<file path="src/pm_pkg.sv">
/*
 * Shared constants and types of the stop-mode power controller.
 * Assumes a 40 MHz core clock and a 32-bit APB register bus.
 */
package pm_pkg;

	// ----------------------------------------
	// Bus and counter widths
	// ----------------------------------------
	localparam int ADDR_W = 12;
	localparam int DATA_W = 32;
	localparam int PC_W = 16;
	localparam int WU_W = 16;

	// ----------------------------------------
	// Register byte offsets
	// ----------------------------------------
	localparam logic [11:0] OFS_SYSCTL = 12'h000;
	localparam logic [11:0] OFS_WUCFG = 12'h004;
	localparam logic [11:0] OFS_MODE = 12'h008;
	localparam logic [11:0] OFS_STATUS = 12'h00c;
	localparam logic [11:0] OFS_PC = 12'h010;

	// ----------------------------------------
	// Field positions
	// ----------------------------------------
	localparam int BIT_STOP = 7;
	localparam int BIT_RELEASE_MODE_SELECT = 6;
	localparam int BIT_HOLD = 4;
	localparam int BIT_WUSEL = 16;
	localparam int BIT_IDLE = 0;
	localparam int BIT_SLEEP = 1;
	localparam int POS_TBSEL = 2;
	localparam int BIT_REFUSED = 3;

	// ----------------------------------------
	// Pin vector layout and reset values
	// ----------------------------------------
	localparam int PIN_W = 9;
	localparam int PIN_REL = 0;
	localparam int PIN_KEY = 1;
	localparam int PIN_VDET = 2;
	localparam int PIN_HF = 3;
	localparam int PIN_LF = 4;
	localparam int PIN_TB = 5;
	localparam logic [15:0] WU_TERM_RST = 16'h00ff;

	// Power mode states
	typedef enum logic [2:0] {
		ST_RUN = 3'b000,
		ST_STOP = 3'b001,
		ST_WARMUP = 3'b010,
		ST_IDLE = 3'b011,
		ST_SLEEP = 3'b100
	} pm_state_t;

endpackage

</file>
<file path="src/pin_sync.sv">
/*
 * Two-flop synchroniser for a vector of asynchronous pins.
 * Assumes each bit is an independent level; no bus coherence.
 */
`timescale 1ns/1ps
module pin_sync #(
	parameter int W = 1
) (
	input wire logic clk_i, // Core clock
	input wire logic rst_n_i, // Async reset, active low
	input wire logic [W-1:0] d_i, // Raw pin levels
	output logic [W-1:0] q_o // Synchronised levels
);

	typedef struct packed {
		logic [W-1:0] meta;
		logic [W-1:0] sync;
	} sync_t;

	sync_t q, d;

	// First stage only feeds the second
	always_comb begin
		d = q;
		d.meta = d_i;
		d.sync = q.meta;
	end

	always_ff @(posedge clk_i or negedge rst_n_i) begin
		if (!rst_n_i) begin
			q <= '0;
		end else begin
			q <= d;
		end
	end

	assign q_o = q.sync;

endmodule

</file>
<file path="src/stop_mode_power_control.sv">
/*
 * Stop-mode power controller with APB register access.
 * Assumes oscillator ticks and wake pins arrive asynchronously,
 * and that the core supplies the address two instructions ahead.
 */
// Implementation choices: the APB register port and the address map.
// Summary of operation
// - Writing stop bit one enters full stop
// - Full stop halts both oscillators and activity
// - Memory, registers, status word kept in stop
// - Output hold bit sets port latch behaviour
// - Entry clears timing prescaler and divider
// - Program counter held two instructions ahead
// - Release by pin, key wakeup or voltage
// - Resets also end full stop
// - After reset: warm-up, then single-clock mode
// - External interrupt latches may set while stopped
// - Release mode bit picks level or edge
// - Level mode releases when pin goes high
// - Level mode refuses entry with pin high
// - No re-entry once warm-up has begun
// - Warm-up counts on entry system clock
// - Release pin doubles as port and interrupt
// - Timer idle and sleep end on falling edge
// - Edge mode releases on rising pin edge
// - Warm-up completes with internal operation halted
// - Release path resumes previous mode, next instruction
`timescale 1ns/1ps
module stop_mode_power_control (
	input wire logic MCLK_I, // Core clock, 40 MHz
	input wire logic RST_N_I, // Any chip reset, active low
	input wire logic PSEL_I, // APB select
	input wire logic PENABLE_I, // APB access phase
	input wire logic PWRITE_I, // APB write
	input wire logic [pm_pkg::ADDR_W-1:0] PADDR_I, // APB byte address
	input wire logic [pm_pkg::DATA_W-1:0] PWDATA_I, // APB write data
	output logic PREADY_O, // APB ready
	output logic [pm_pkg::DATA_W-1:0] PRDATA_O, // APB read data
	output logic PSLVERR_O, // APB error on unmapped address
	input wire logic RELEASE_PIN_I, // Stop release pin level
	input wire logic KEY_WAKE_I, // Key-on wakeup request
	input wire logic VDET_WAKE_I, // Voltage detection release
	input wire logic HF_TICK_I, // High-frequency divided tick
	input wire logic LF_TICK_I, // Low-frequency divided tick
	input wire logic [3:0] TB_SRC_I, // Time-base source clocks
	input wire logic SYS_ON_LF_I, // Main clock from low-frequency
	input wire logic DUAL_CLOCK_I, // Dual-clock mode active
	input wire logic [pm_pkg::PC_W-1:0] NEXT2_PC_I, // PC two ahead
	output logic HF_OSC_EN_O, // High-frequency oscillator on
	output logic LF_OSC_EN_O, // Low-frequency oscillator on
	output logic CORE_CLK_EN_O, // Core clock running
	output logic PERIPH_CLK_EN_O, // Peripheral clocks running
	output logic TG_CLEAR_O, // Clear prescaler and divider
	output logic PORT_HOLD_O, // Port output latch held
	output logic [pm_pkg::PC_W-1:0] HELD_PC_O, // Resume address
	output logic EXT_EXTERNAL_INTERRUPT_FIVE_O, // External interrupt five event
	output logic SHARED_PORT_BIT_O, // Pin level as port bit
	output logic RESUME_O, // Pulse when warm-up ends and execution resumes
	output logic RESUME_SINGLE_O // Resumed from reset into single-clock
);
	import pm_pkg::*;

	// ----------------------------------------
	// State record
	// ----------------------------------------
	typedef struct packed {
		pm_state_t st;
		logic stop_req;
		logic release_mode_select;
		logic port_output_hold_enable;
		logic [WU_W-1:0] wu_term;
		logic wu_sel;
		logic [1:0] tb_sel;
		logic refused;
		logic from_reset;
		logic [2:0] wake_src;
		logic ent_lf;
		logic ent_dual;
		logic [PC_W-1:0] held_pc;
		logic [PIN_W-1:0] prev;
		logic rel_mask;
		logic pready;
		logic [DATA_W-1:0] prdata;
		logic pslverr;
		logic hf_en;
		logic lf_en;
		logic core_en;
		logic per_en;
		logic tg_clr;
		logic port_hold;
		logic external_interrupt_five;
		logic wu_start;
		logic resume;
		logic res_single;
	} pm_t;

	pm_t q, d;
	logic [PIN_W-1:0] sy;
	logic wu_tick;
	logic wu_done;

	// ----------------------------------------
	// Pin synchronisers and warm-up counter
	// ----------------------------------------
	pin_sync #(
		.W(PIN_W)
	) u_sync (
		.clk_i(MCLK_I),
		.rst_n_i(RST_N_I),
		.d_i({TB_SRC_I, LF_TICK_I, HF_TICK_I, VDET_WAKE_I, KEY_WAKE_I, RELEASE_PIN_I}),
		.q_o(sy)
	);

	warmup_counter u_wu (
		.clk_i(MCLK_I),
		.rst_n_i(RST_N_I),
		.start_i(q.wu_start),
		.tick_i(wu_tick),
		.term_i(q.wu_term),
		.done_o(wu_done)
	);

	// ----------------------------------------
	// Next-state logic
	// ----------------------------------------
	// Decoded strobes shared by the next-state process
	logic acc;
	logic wr;
	logic rel_pin;
	logic any_rel;
	logic tb_fall;
	logic hf_rise;
	logic lf_rise;
	logic sel_lf;
	logic [1:0] tb_idx;

	// Edge detects read only the second sync stage
	always_comb begin
		hf_rise = sy[PIN_HF] & ~q.prev[PIN_HF];
		lf_rise = sy[PIN_LF] & ~q.prev[PIN_LF];
		// Reset warm-up honours the select bit; release uses entry clock
		sel_lf = q.from_reset ? q.wu_sel : q.ent_lf;
		wu_tick = sel_lf ? lf_rise : hf_rise;
		// Level or edge form of the release pin
		rel_pin = q.release_mode_select ? sy[PIN_REL]
			: (sy[PIN_REL] & ~q.prev[PIN_REL] & ~q.rel_mask);
		any_rel = rel_pin | sy[PIN_KEY] | sy[PIN_VDET];
		// Idle and sleep wake on a falling time-base edge
		tb_idx = q.tb_sel;
		tb_fall = ~sy[PIN_TB + int'(tb_idx)] & q.prev[PIN_TB + int'(tb_idx)];
		// Write lands in the ready cycle, once per transfer
		acc = PSEL_I & PENABLE_I;
		wr = acc & q.pready & PWRITE_I;
	end

	always_comb begin
		d = q;
		// Edge history follows the pins; pulses and masks default low
		d.prev = sy;
		d.rel_mask = 1'b0;
		d.tg_clr = 1'b0;
		d.wu_start = 1'b0;
		d.resume = 1'b0;
		// Pin doubles as port bit and interrupt source, even when stopped
		d.external_interrupt_five = sy[PIN_REL] & ~q.prev[PIN_REL];

		// ----------------------------------------
		// Register bus
		// ----------------------------------------
		// APB: one wait state, read data sampled in the first access cycle
		d.pready = acc & ~q.pready;
		// Error flag stands only beside ready, so it clears every cycle
		d.pslverr = 1'b0;
		if (acc && !q.pready) begin
			d.pslverr = 1'b0;
			case (PADDR_I)
				OFS_SYSCTL: begin
					d.prdata = {24'h000000, q.stop_req, q.release_mode_select, 1'b0, q.port_output_hold_enable, 4'h0};
				end
				OFS_WUCFG: begin
					d.prdata = {15'h0000, q.wu_sel, q.wu_term};
				end
				OFS_MODE: begin
					d.prdata = {28'h0000000, q.tb_sel, 2'b00};
				end
				OFS_STATUS: begin
					d.prdata = {22'h000000, sy[PIN_REL], q.ent_lf, q.wake_src,
						q.from_reset, q.refused, q.st};
				end
				OFS_PC: begin
					d.prdata = {16'h0000, q.held_pc};
				end
				default: begin
					d.prdata = 32'h00000000;
					d.pslverr = 1'b1;
				end
			endcase
		end

		// Configuration writes; stop and idle bits handled in the FSM
		if (wr) begin
			case (PADDR_I)
				OFS_SYSCTL: begin
					d.release_mode_select = PWDATA_I[BIT_RELEASE_MODE_SELECT];
					d.port_output_hold_enable = PWDATA_I[BIT_HOLD];
				end
				OFS_WUCFG: begin
					d.wu_term = PWDATA_I[WU_W-1:0];
					d.wu_sel = PWDATA_I[BIT_WUSEL];
				end
				OFS_MODE: begin
					d.tb_sel = PWDATA_I[POS_TBSEL+1:POS_TBSEL];
				end
				OFS_STATUS: begin
					if (PWDATA_I[BIT_REFUSED]) begin
						d.refused = 1'b0;
					end
				end
				default: begin
					// Unmapped writes are dropped; the error went out with ready
					d.pslverr = 1'b0;
				end
			endcase
		end

		// ----------------------------------------
		// Power mode sequencer
		// ----------------------------------------
		case (q.st)
			ST_RUN: begin
				if (wr && PADDR_I == OFS_SYSCTL && PWDATA_I[BIT_STOP]) begin
					// New release mode applies to this entry check
					if (PWDATA_I[BIT_RELEASE_MODE_SELECT] && sy[PIN_REL]) begin
						d.refused = 1'b1;
					end else begin
						d.st = ST_STOP;
						d.stop_req = 1'b1;
						d.hf_en = 1'b0;
						d.lf_en = 1'b0;
						d.core_en = 1'b0;
						d.per_en = 1'b0;
						d.tg_clr = 1'b1;
						d.held_pc = NEXT2_PC_I;
						d.ent_lf = SYS_ON_LF_I;
						d.ent_dual = DUAL_CLOCK_I;
						d.from_reset = 1'b0;
						d.res_single = 1'b0;
						// Mask the first stop cycle so an edge racing the entry is
						// not taken; the port bit and interrupt still see it
						d.rel_mask = 1'b1;
					end
				end else if (wr && PADDR_I == OFS_MODE && PWDATA_I[BIT_SLEEP]) begin
					// Sleep stops the high-frequency oscillator as well
					d.st = ST_SLEEP;
					d.core_en = 1'b0;
					d.per_en = 1'b0;
					d.hf_en = 1'b0;
				end else if (wr && PADDR_I == OFS_MODE && PWDATA_I[BIT_IDLE]) begin
					// Idle keeps both oscillators; only core and peripherals stop
					d.st = ST_IDLE;
					d.core_en = 1'b0;
					d.per_en = 1'b0;
				end
			end
			ST_STOP: begin
				// Key and voltage requests are levels, taken at once
				if (any_rel) begin
					d.st = ST_WARMUP;
					d.wu_start = 1'b1;
					// Kept so software can see why it woke
					d.wake_src = {sy[PIN_VDET], sy[PIN_KEY], rel_pin};
					// Restart only the oscillators the entry mode used
					d.hf_en = ~q.ent_lf;
					d.lf_en = q.ent_dual;
				end
			end
			ST_WARMUP: begin
				// Pin activity is ignored here, so no re-entry
				if (wu_done) begin
					d.st = ST_RUN;
					d.core_en = 1'b1;
					d.per_en = 1'b1;
					// Timing generator restarts from zero with execution
					d.tg_clr = 1'b1;
					d.stop_req = 1'b0;
					d.resume = 1'b1;
					d.res_single = q.from_reset;
				end
			end
			ST_IDLE, ST_SLEEP: begin
				// Rising edges of the time-base source are ignored
				if (tb_fall) begin
					d.st = ST_RUN;
					d.core_en = 1'b1;
					d.per_en = 1'b1;
				end
			end
			default: begin
				d.st = ST_RUN;
			end
		endcase

		// Latch hold follows the hold bit while stopped or warming
		d.port_hold = d.port_output_hold_enable & (d.st == ST_STOP || d.st == ST_WARMUP);
	end

	// ----------------------------------------
	// State register
	// ----------------------------------------
	// Reset lands in warm-up so every reset exit passes it
	always_ff @(posedge MCLK_I or negedge RST_N_I) begin
		if (!RST_N_I) begin
			q <= '0;
			q.st <= ST_WARMUP;
			q.from_reset <= 1'b1;
			q.wu_start <= 1'b1;
			q.hf_en <= 1'b1;
			q.wu_term <= WU_TERM_RST;
		end else begin
			q <= d;
		end
	end

	// ----------------------------------------
	// Outputs, all from flops
	// ----------------------------------------
	// Every output is a plain flop, no gating on the way out
	assign PREADY_O = q.pready;
	assign PRDATA_O = q.prdata;
	assign PSLVERR_O = q.pslverr;
	assign HF_OSC_EN_O = q.hf_en;
	assign LF_OSC_EN_O = q.lf_en;
	assign CORE_CLK_EN_O = q.core_en;
	assign PERIPH_CLK_EN_O = q.per_en;
	assign TG_CLEAR_O = q.tg_clr;
	assign PORT_HOLD_O = q.port_hold;
	assign HELD_PC_O = q.held_pc;
	assign EXT_EXTERNAL_INTERRUPT_FIVE_O = q.external_interrupt_five;
	assign SHARED_PORT_BIT_O = q.prev[PIN_REL];
	assign RESUME_O = q.resume;
	assign RESUME_SINGLE_O = q.res_single;

endmodule

</file>
<file path="src/warmup_counter.sv">
/*
 * Oscillator warm-up counter: counts ticks up to a terminal value.
 * Assumes start and tick are single-cycle pulses on the core clock.
 */
`timescale 1ns/1ps
module warmup_counter (
	input wire logic clk_i, // Core clock
	input wire logic rst_n_i, // Async reset, active low
	input wire logic start_i, // Restart the count
	input wire logic tick_i, // One oscillator tick
	input wire logic [pm_pkg::WU_W-1:0] term_i, // Terminal count
	output logic done_o // Pulse at terminal count
);
	import pm_pkg::*;

	typedef struct packed {
		logic [WU_W-1:0] cnt;
		logic busy;
		logic done;
	} wu_t;

	wu_t q, d;

	// Start wins over a tick in the same cycle
	always_comb begin
		d = q;
		d.done = 1'b0;
		if (start_i) begin
			d.cnt = '0;
			d.busy = 1'b1;
		end else if (q.busy && tick_i) begin
			d.cnt = q.cnt + 16'h0001;
			if (d.cnt >= term_i) begin
				d.busy = 1'b0;
				d.done = 1'b1;
			end
		end
	end

	always_ff @(posedge clk_i or negedge rst_n_i) begin
		if (!rst_n_i) begin
			q <= '0;
		end else begin
			q <= d;
		end
	end

	assign done_o = q.done;

endmodule

</file>
<file path="config.mk">
export PLATFORM = sky130hd
export DESIGN_NAME = stop_mode_power_control
export DESIGN_NICKNAME = d
export VERILOG_FILES = /design/src/pm_pkg.sv /design/src/pin_sync.sv /design/src/stop_mode_power_control.sv /design/src/warmup_counter.sv
export SDC_FILE = /design/constraint.sdc
export NUM_CORES = 1
export LEC_CHECK = 0
export ABC_AREA = 1
export BUFFER_PORTS_ARGS = -buffer_cell sky130_fd_sc_hd__buf_2
export CAP_MARGIN = 20
export CELL_PAD_IN_SITES_DETAIL_PLACEMENT = 1
export CELL_PAD_IN_SITES_GLOBAL_PLACEMENT = 1
export CORE_UTILIZATION = 44
export DETAILED_ROUTE_END_ITERATION = 8
export PLACE_DENSITY = 0.95
export SETUP_SLACK_MARGIN = 0.05
export SLEW_MARGIN = 20
export SYNTH_ARGS = -nofsm -noshare
export SYNTH_HDL_FRONTEND = slang
export SYNTH_HIERARCHICAL = 1
export SYNTH_SLANG_ARGS = --single-unit
</file>
<file path="constraint.sdc">
create_clock -name MCLK_I -period 3.8 [get_ports MCLK_I]
set_clock_uncertainty 0.05 [all_clocks]
set_input_delay 0.76 -clock MCLK_I [delete_from_list [all_inputs] [get_ports MCLK_I]]
set_output_delay 0.76 -clock MCLK_I [all_outputs]
set_load 0.1 [all_outputs]
</file>
==> results.yml <==
cts:
  h-tree-depth: 4
  cts_max_path_buffers: 2
  cts_root_buf: "clkbuf_16"
  clk_latency_ps: 420
  ctsHoldBuffers: 0
  cts_buffers: 17
  clock_sinks: 120
  cts_resized: 0
  clk_pin_slew_ps: 60
  post_cts_buffers: 0
  cts_tree: "built"
sta:
  finalMaxSlewViolations: 0
  rsz0062_at_grt: "false"
  slew_headroom: 0.499
  fin_ws_ps: 1120
  finalCriticalPeriod_ps: 2680
  setup_tns_ps: 0
  fmax_mhz: 373
  fin_crit_sh: 0.705
  hold_viol: 0
  setup_viol: 0
  worst_pin_slew_ps: 751
critical_path:
  cp.required_ps: 4120
  reg2reg_to: "u_wu/q[1]"
  worstSetupEndpointType: "flip-flop"
  cp_max_fo: 4
  critPathLaunchType: "flip-flop"
  critical_path_class: "flip-flop to flip-flop"
  r2r_setup_slack_ps: 1120
  ff2ff_path_depth: 14
  crit_arrival_ps: 2990
  timing.rr.start: "u_wu/q[2]"
route:
  ant_nets: 0
  dr.pass1.iters: 4
  drt_iter0_markers: 290
  wire_per_inst_um: 17.8
  drc: 0
  vias: 4994
  wirelength_um: 17200
  viasPerCell: 5.15
global_routing:
  antenna_found_initial: 0
  grt_pass1_wl_um: 28100
  grt_pass1_vias: 5587
  grtUsageMet1: 0.296
  busiest_layer: "met2"
  use_met2: 0.454
  use_met3: 0.0552
  grt_max_degree: 56
  grt_overflow: 0
  grt_use_total: 0.256
worst_hold_path:
  whs_path_depth: 0
  hold-path-endpoint: "u_sync/q_o[4]"
  worstHoldStart: "u_sync/d[4]"
  hold_path_class: "flip-flop to flip-flop"
die:
  die_h_um: 120
  dieWidth_um: 120
  num_rows: 42
  core-area_um2: 13500
  start_util: 0.459
  die_area_um2: 14500
  io_pins: 136
placement:
  numPortBuffers: 105
  postPlaceCellArea_um2: 6570
  dp_hpwl_um: 12500
  placedCellCount: 938
  place_congestion: 0.908
  place_ws_ps: 1200
finish:
  stdcell_count: 970
  fin_area_um2: 7150
  layout-drive-gt1-share: 0.257
  antenna-diode-count: 0
  fill_cells: 1639
  syn_to_final_growth_pct: 15.8
  nets: 875
pwr:
  power_mw: 3.19
  ir_drop_mv: 0.379
  p_leak_nw: 3.73
  power.density_nw_per_um2: 446
yosys:
  synthCells: 697
  yosysSeqAreaShare: 0.489
  netlist_area_um2: 6180
  ys_warn_count: 6
  synth_seq_cells: 120
  syn_area_per_cell_um2: 8.86
  synth_cell_types: 42
outcome:
  status: "finished, final reports clean"
run:
  drv_cap: 0
worst max-delay path, stage by stage (launching register included):
cell	delay, ps
dfrtp_1	390
ha_1	220
nand3_1	190
inv_2	140
nand3_1	140
nor2_1	190
xor2_1	260
ha_1	280
nand2_1	120
o21ai_0	120
a21oi_1	230
nand2_1	110
nand2_1	70
nand2_1	50
nand2_1	50
sequential cells by signal, summed over array words and instances (netlist names), 2 cells and up:
register / cells
q: 38
PRDATA_O: 17
u_wu/q: 17
HELD_PC_O: 16
u_sync/d: 9
u_sync/q_o: 9
tb_idx: 2
power by group:
part / leakage [nW] / switching (mW) / internal (mW)
Clock: 0.281 / 0.633 / 0.969
Sequential: 1.47 / 0.0128 / 1.30
Combinational: 1.98 / 0.214 / 0.0558
cells in the mapped netlist (all sizes together):
master	number	share of area
nand2	159	0.10
inv	109	0.066
dfrtp	108	0.44
o21ai	67	0.062
buf	53	0.067
nor2	45	0.036
nand3	32	0.028
ha	18	0.036
a21oi	17	0.014
dfstp	12	0.051
o22ai	12	0.012
mux2	11	0.022
nor3	11	0.013
nand4	8	0.011
xor2	8	0.013
a22o	6	0.0085
clkbuf	4	0.0024
nand3b	4	0.0049
a221oi	3	0.0043
and2	2	0.0020
o211ai	2	0.0024
o31ai	2	0.0024
clkinv	1	0.00061
conb	1	0.00061
o21a	1	0.0012
or2	1	0.0010
per-layer routing:
layer  wire length [µm]  part of all wire  vias to the layer above
li1                   -                 -                     2343
met2               8910              0.52                      144
met1               7100              0.41                     2469
met3                773             0.045                       38
met4                448             0.026                        0
met5                  0                 0                        -
per-stage QoR:
stage          utilization  hold WS (ps)
6_report             0.532           301
3_3_place_gp         0.488           281
5_1_grt              0.532           303
2_1_floorplan            -           281
4_1_cts              0.532           301
3_5_place_dp         0.488           287
area by class of cell:
class                   instances  area, µm²  area share
repair buffers                108        551      0.0770
inverters                     110        413      0.0577
multi-input cells             424       2370       0.331
clock inverters                14        151      0.0212
well taps                     176        220      0.0308
flip-flops and latches        120       3020       0.422
clock buffers                  18        429      0.0600
layout by cell type (no fill, tap or decap), types with 3 or more instances in the layout:
cell / netlist / routed
nand2_1: 153 / 153
dfrtp_1: 108 / 108
inv_1: 104 / 104
buf_2: 0 / 104
o21ai_0: 49 / 49
nor2_1: 34 / 34
nand3_1: 31 / 31
ha_1: 18 / 18
clkbuf_16: 0 / 17
a21oi_1: 16 / 16
conb_1: 1 / 15
dfstp_2: 12 / 12
o22ai_1: 12 / 12
o21ai_2: 12 / 12
nor3_1: 8 / 8
nor2_2: 7 / 7
nand4_1: 7 / 7
mux2_2: 7 / 7
xor2_1: 7 / 7
o21ai_1: 6 / 6
a22o_1: 6 / 6
nand2_2: 5 / 5
inv_2: 5 / 5
clkinv_4: 0 / 5
nand3b_1: 4 / 4
mux2_4: 4 / 4
buf_4: 49 / 4
nor2_4: 3 / 3
a221oi_1: 3 / 3
clkinv_2: 0 / 3
logic make-up (layout without fill, tap and decap cells):
group                    Yosys count  after routing  synth area share
AND/OR/NAND/NOR                  262            262             0.196
buffers and inverters            167            250             0.136
flip-flops                       120            120             0.489
AO/OA/AOI/OAI                    110            110             0.107
adder cells (fa/ha/maj)           18             18            0.0365
multiplexers                      11             11            0.0225
XOR/XNOR                           8              8            0.0126
other                              1             15          0.000607
worst max path at each step:
stage          slack (ps)          end  startpoint
2_1_floorplan        1560        q[71]    PREADY_O
3_3_place_gp         1310  u_wu/done_o       q[75]
3_5_place_dp         1200    u_wu/q[1]   u_wu/q[2]
4_1_cts              1150    u_wu/q[1]   u_wu/q[2]
5_1_grt               910  u_wu/done_o       q[71]
6_report             1120    u_wu/q[1]   u_wu/q[2]
No activity file was read; power rests on OpenSTA's default activity.
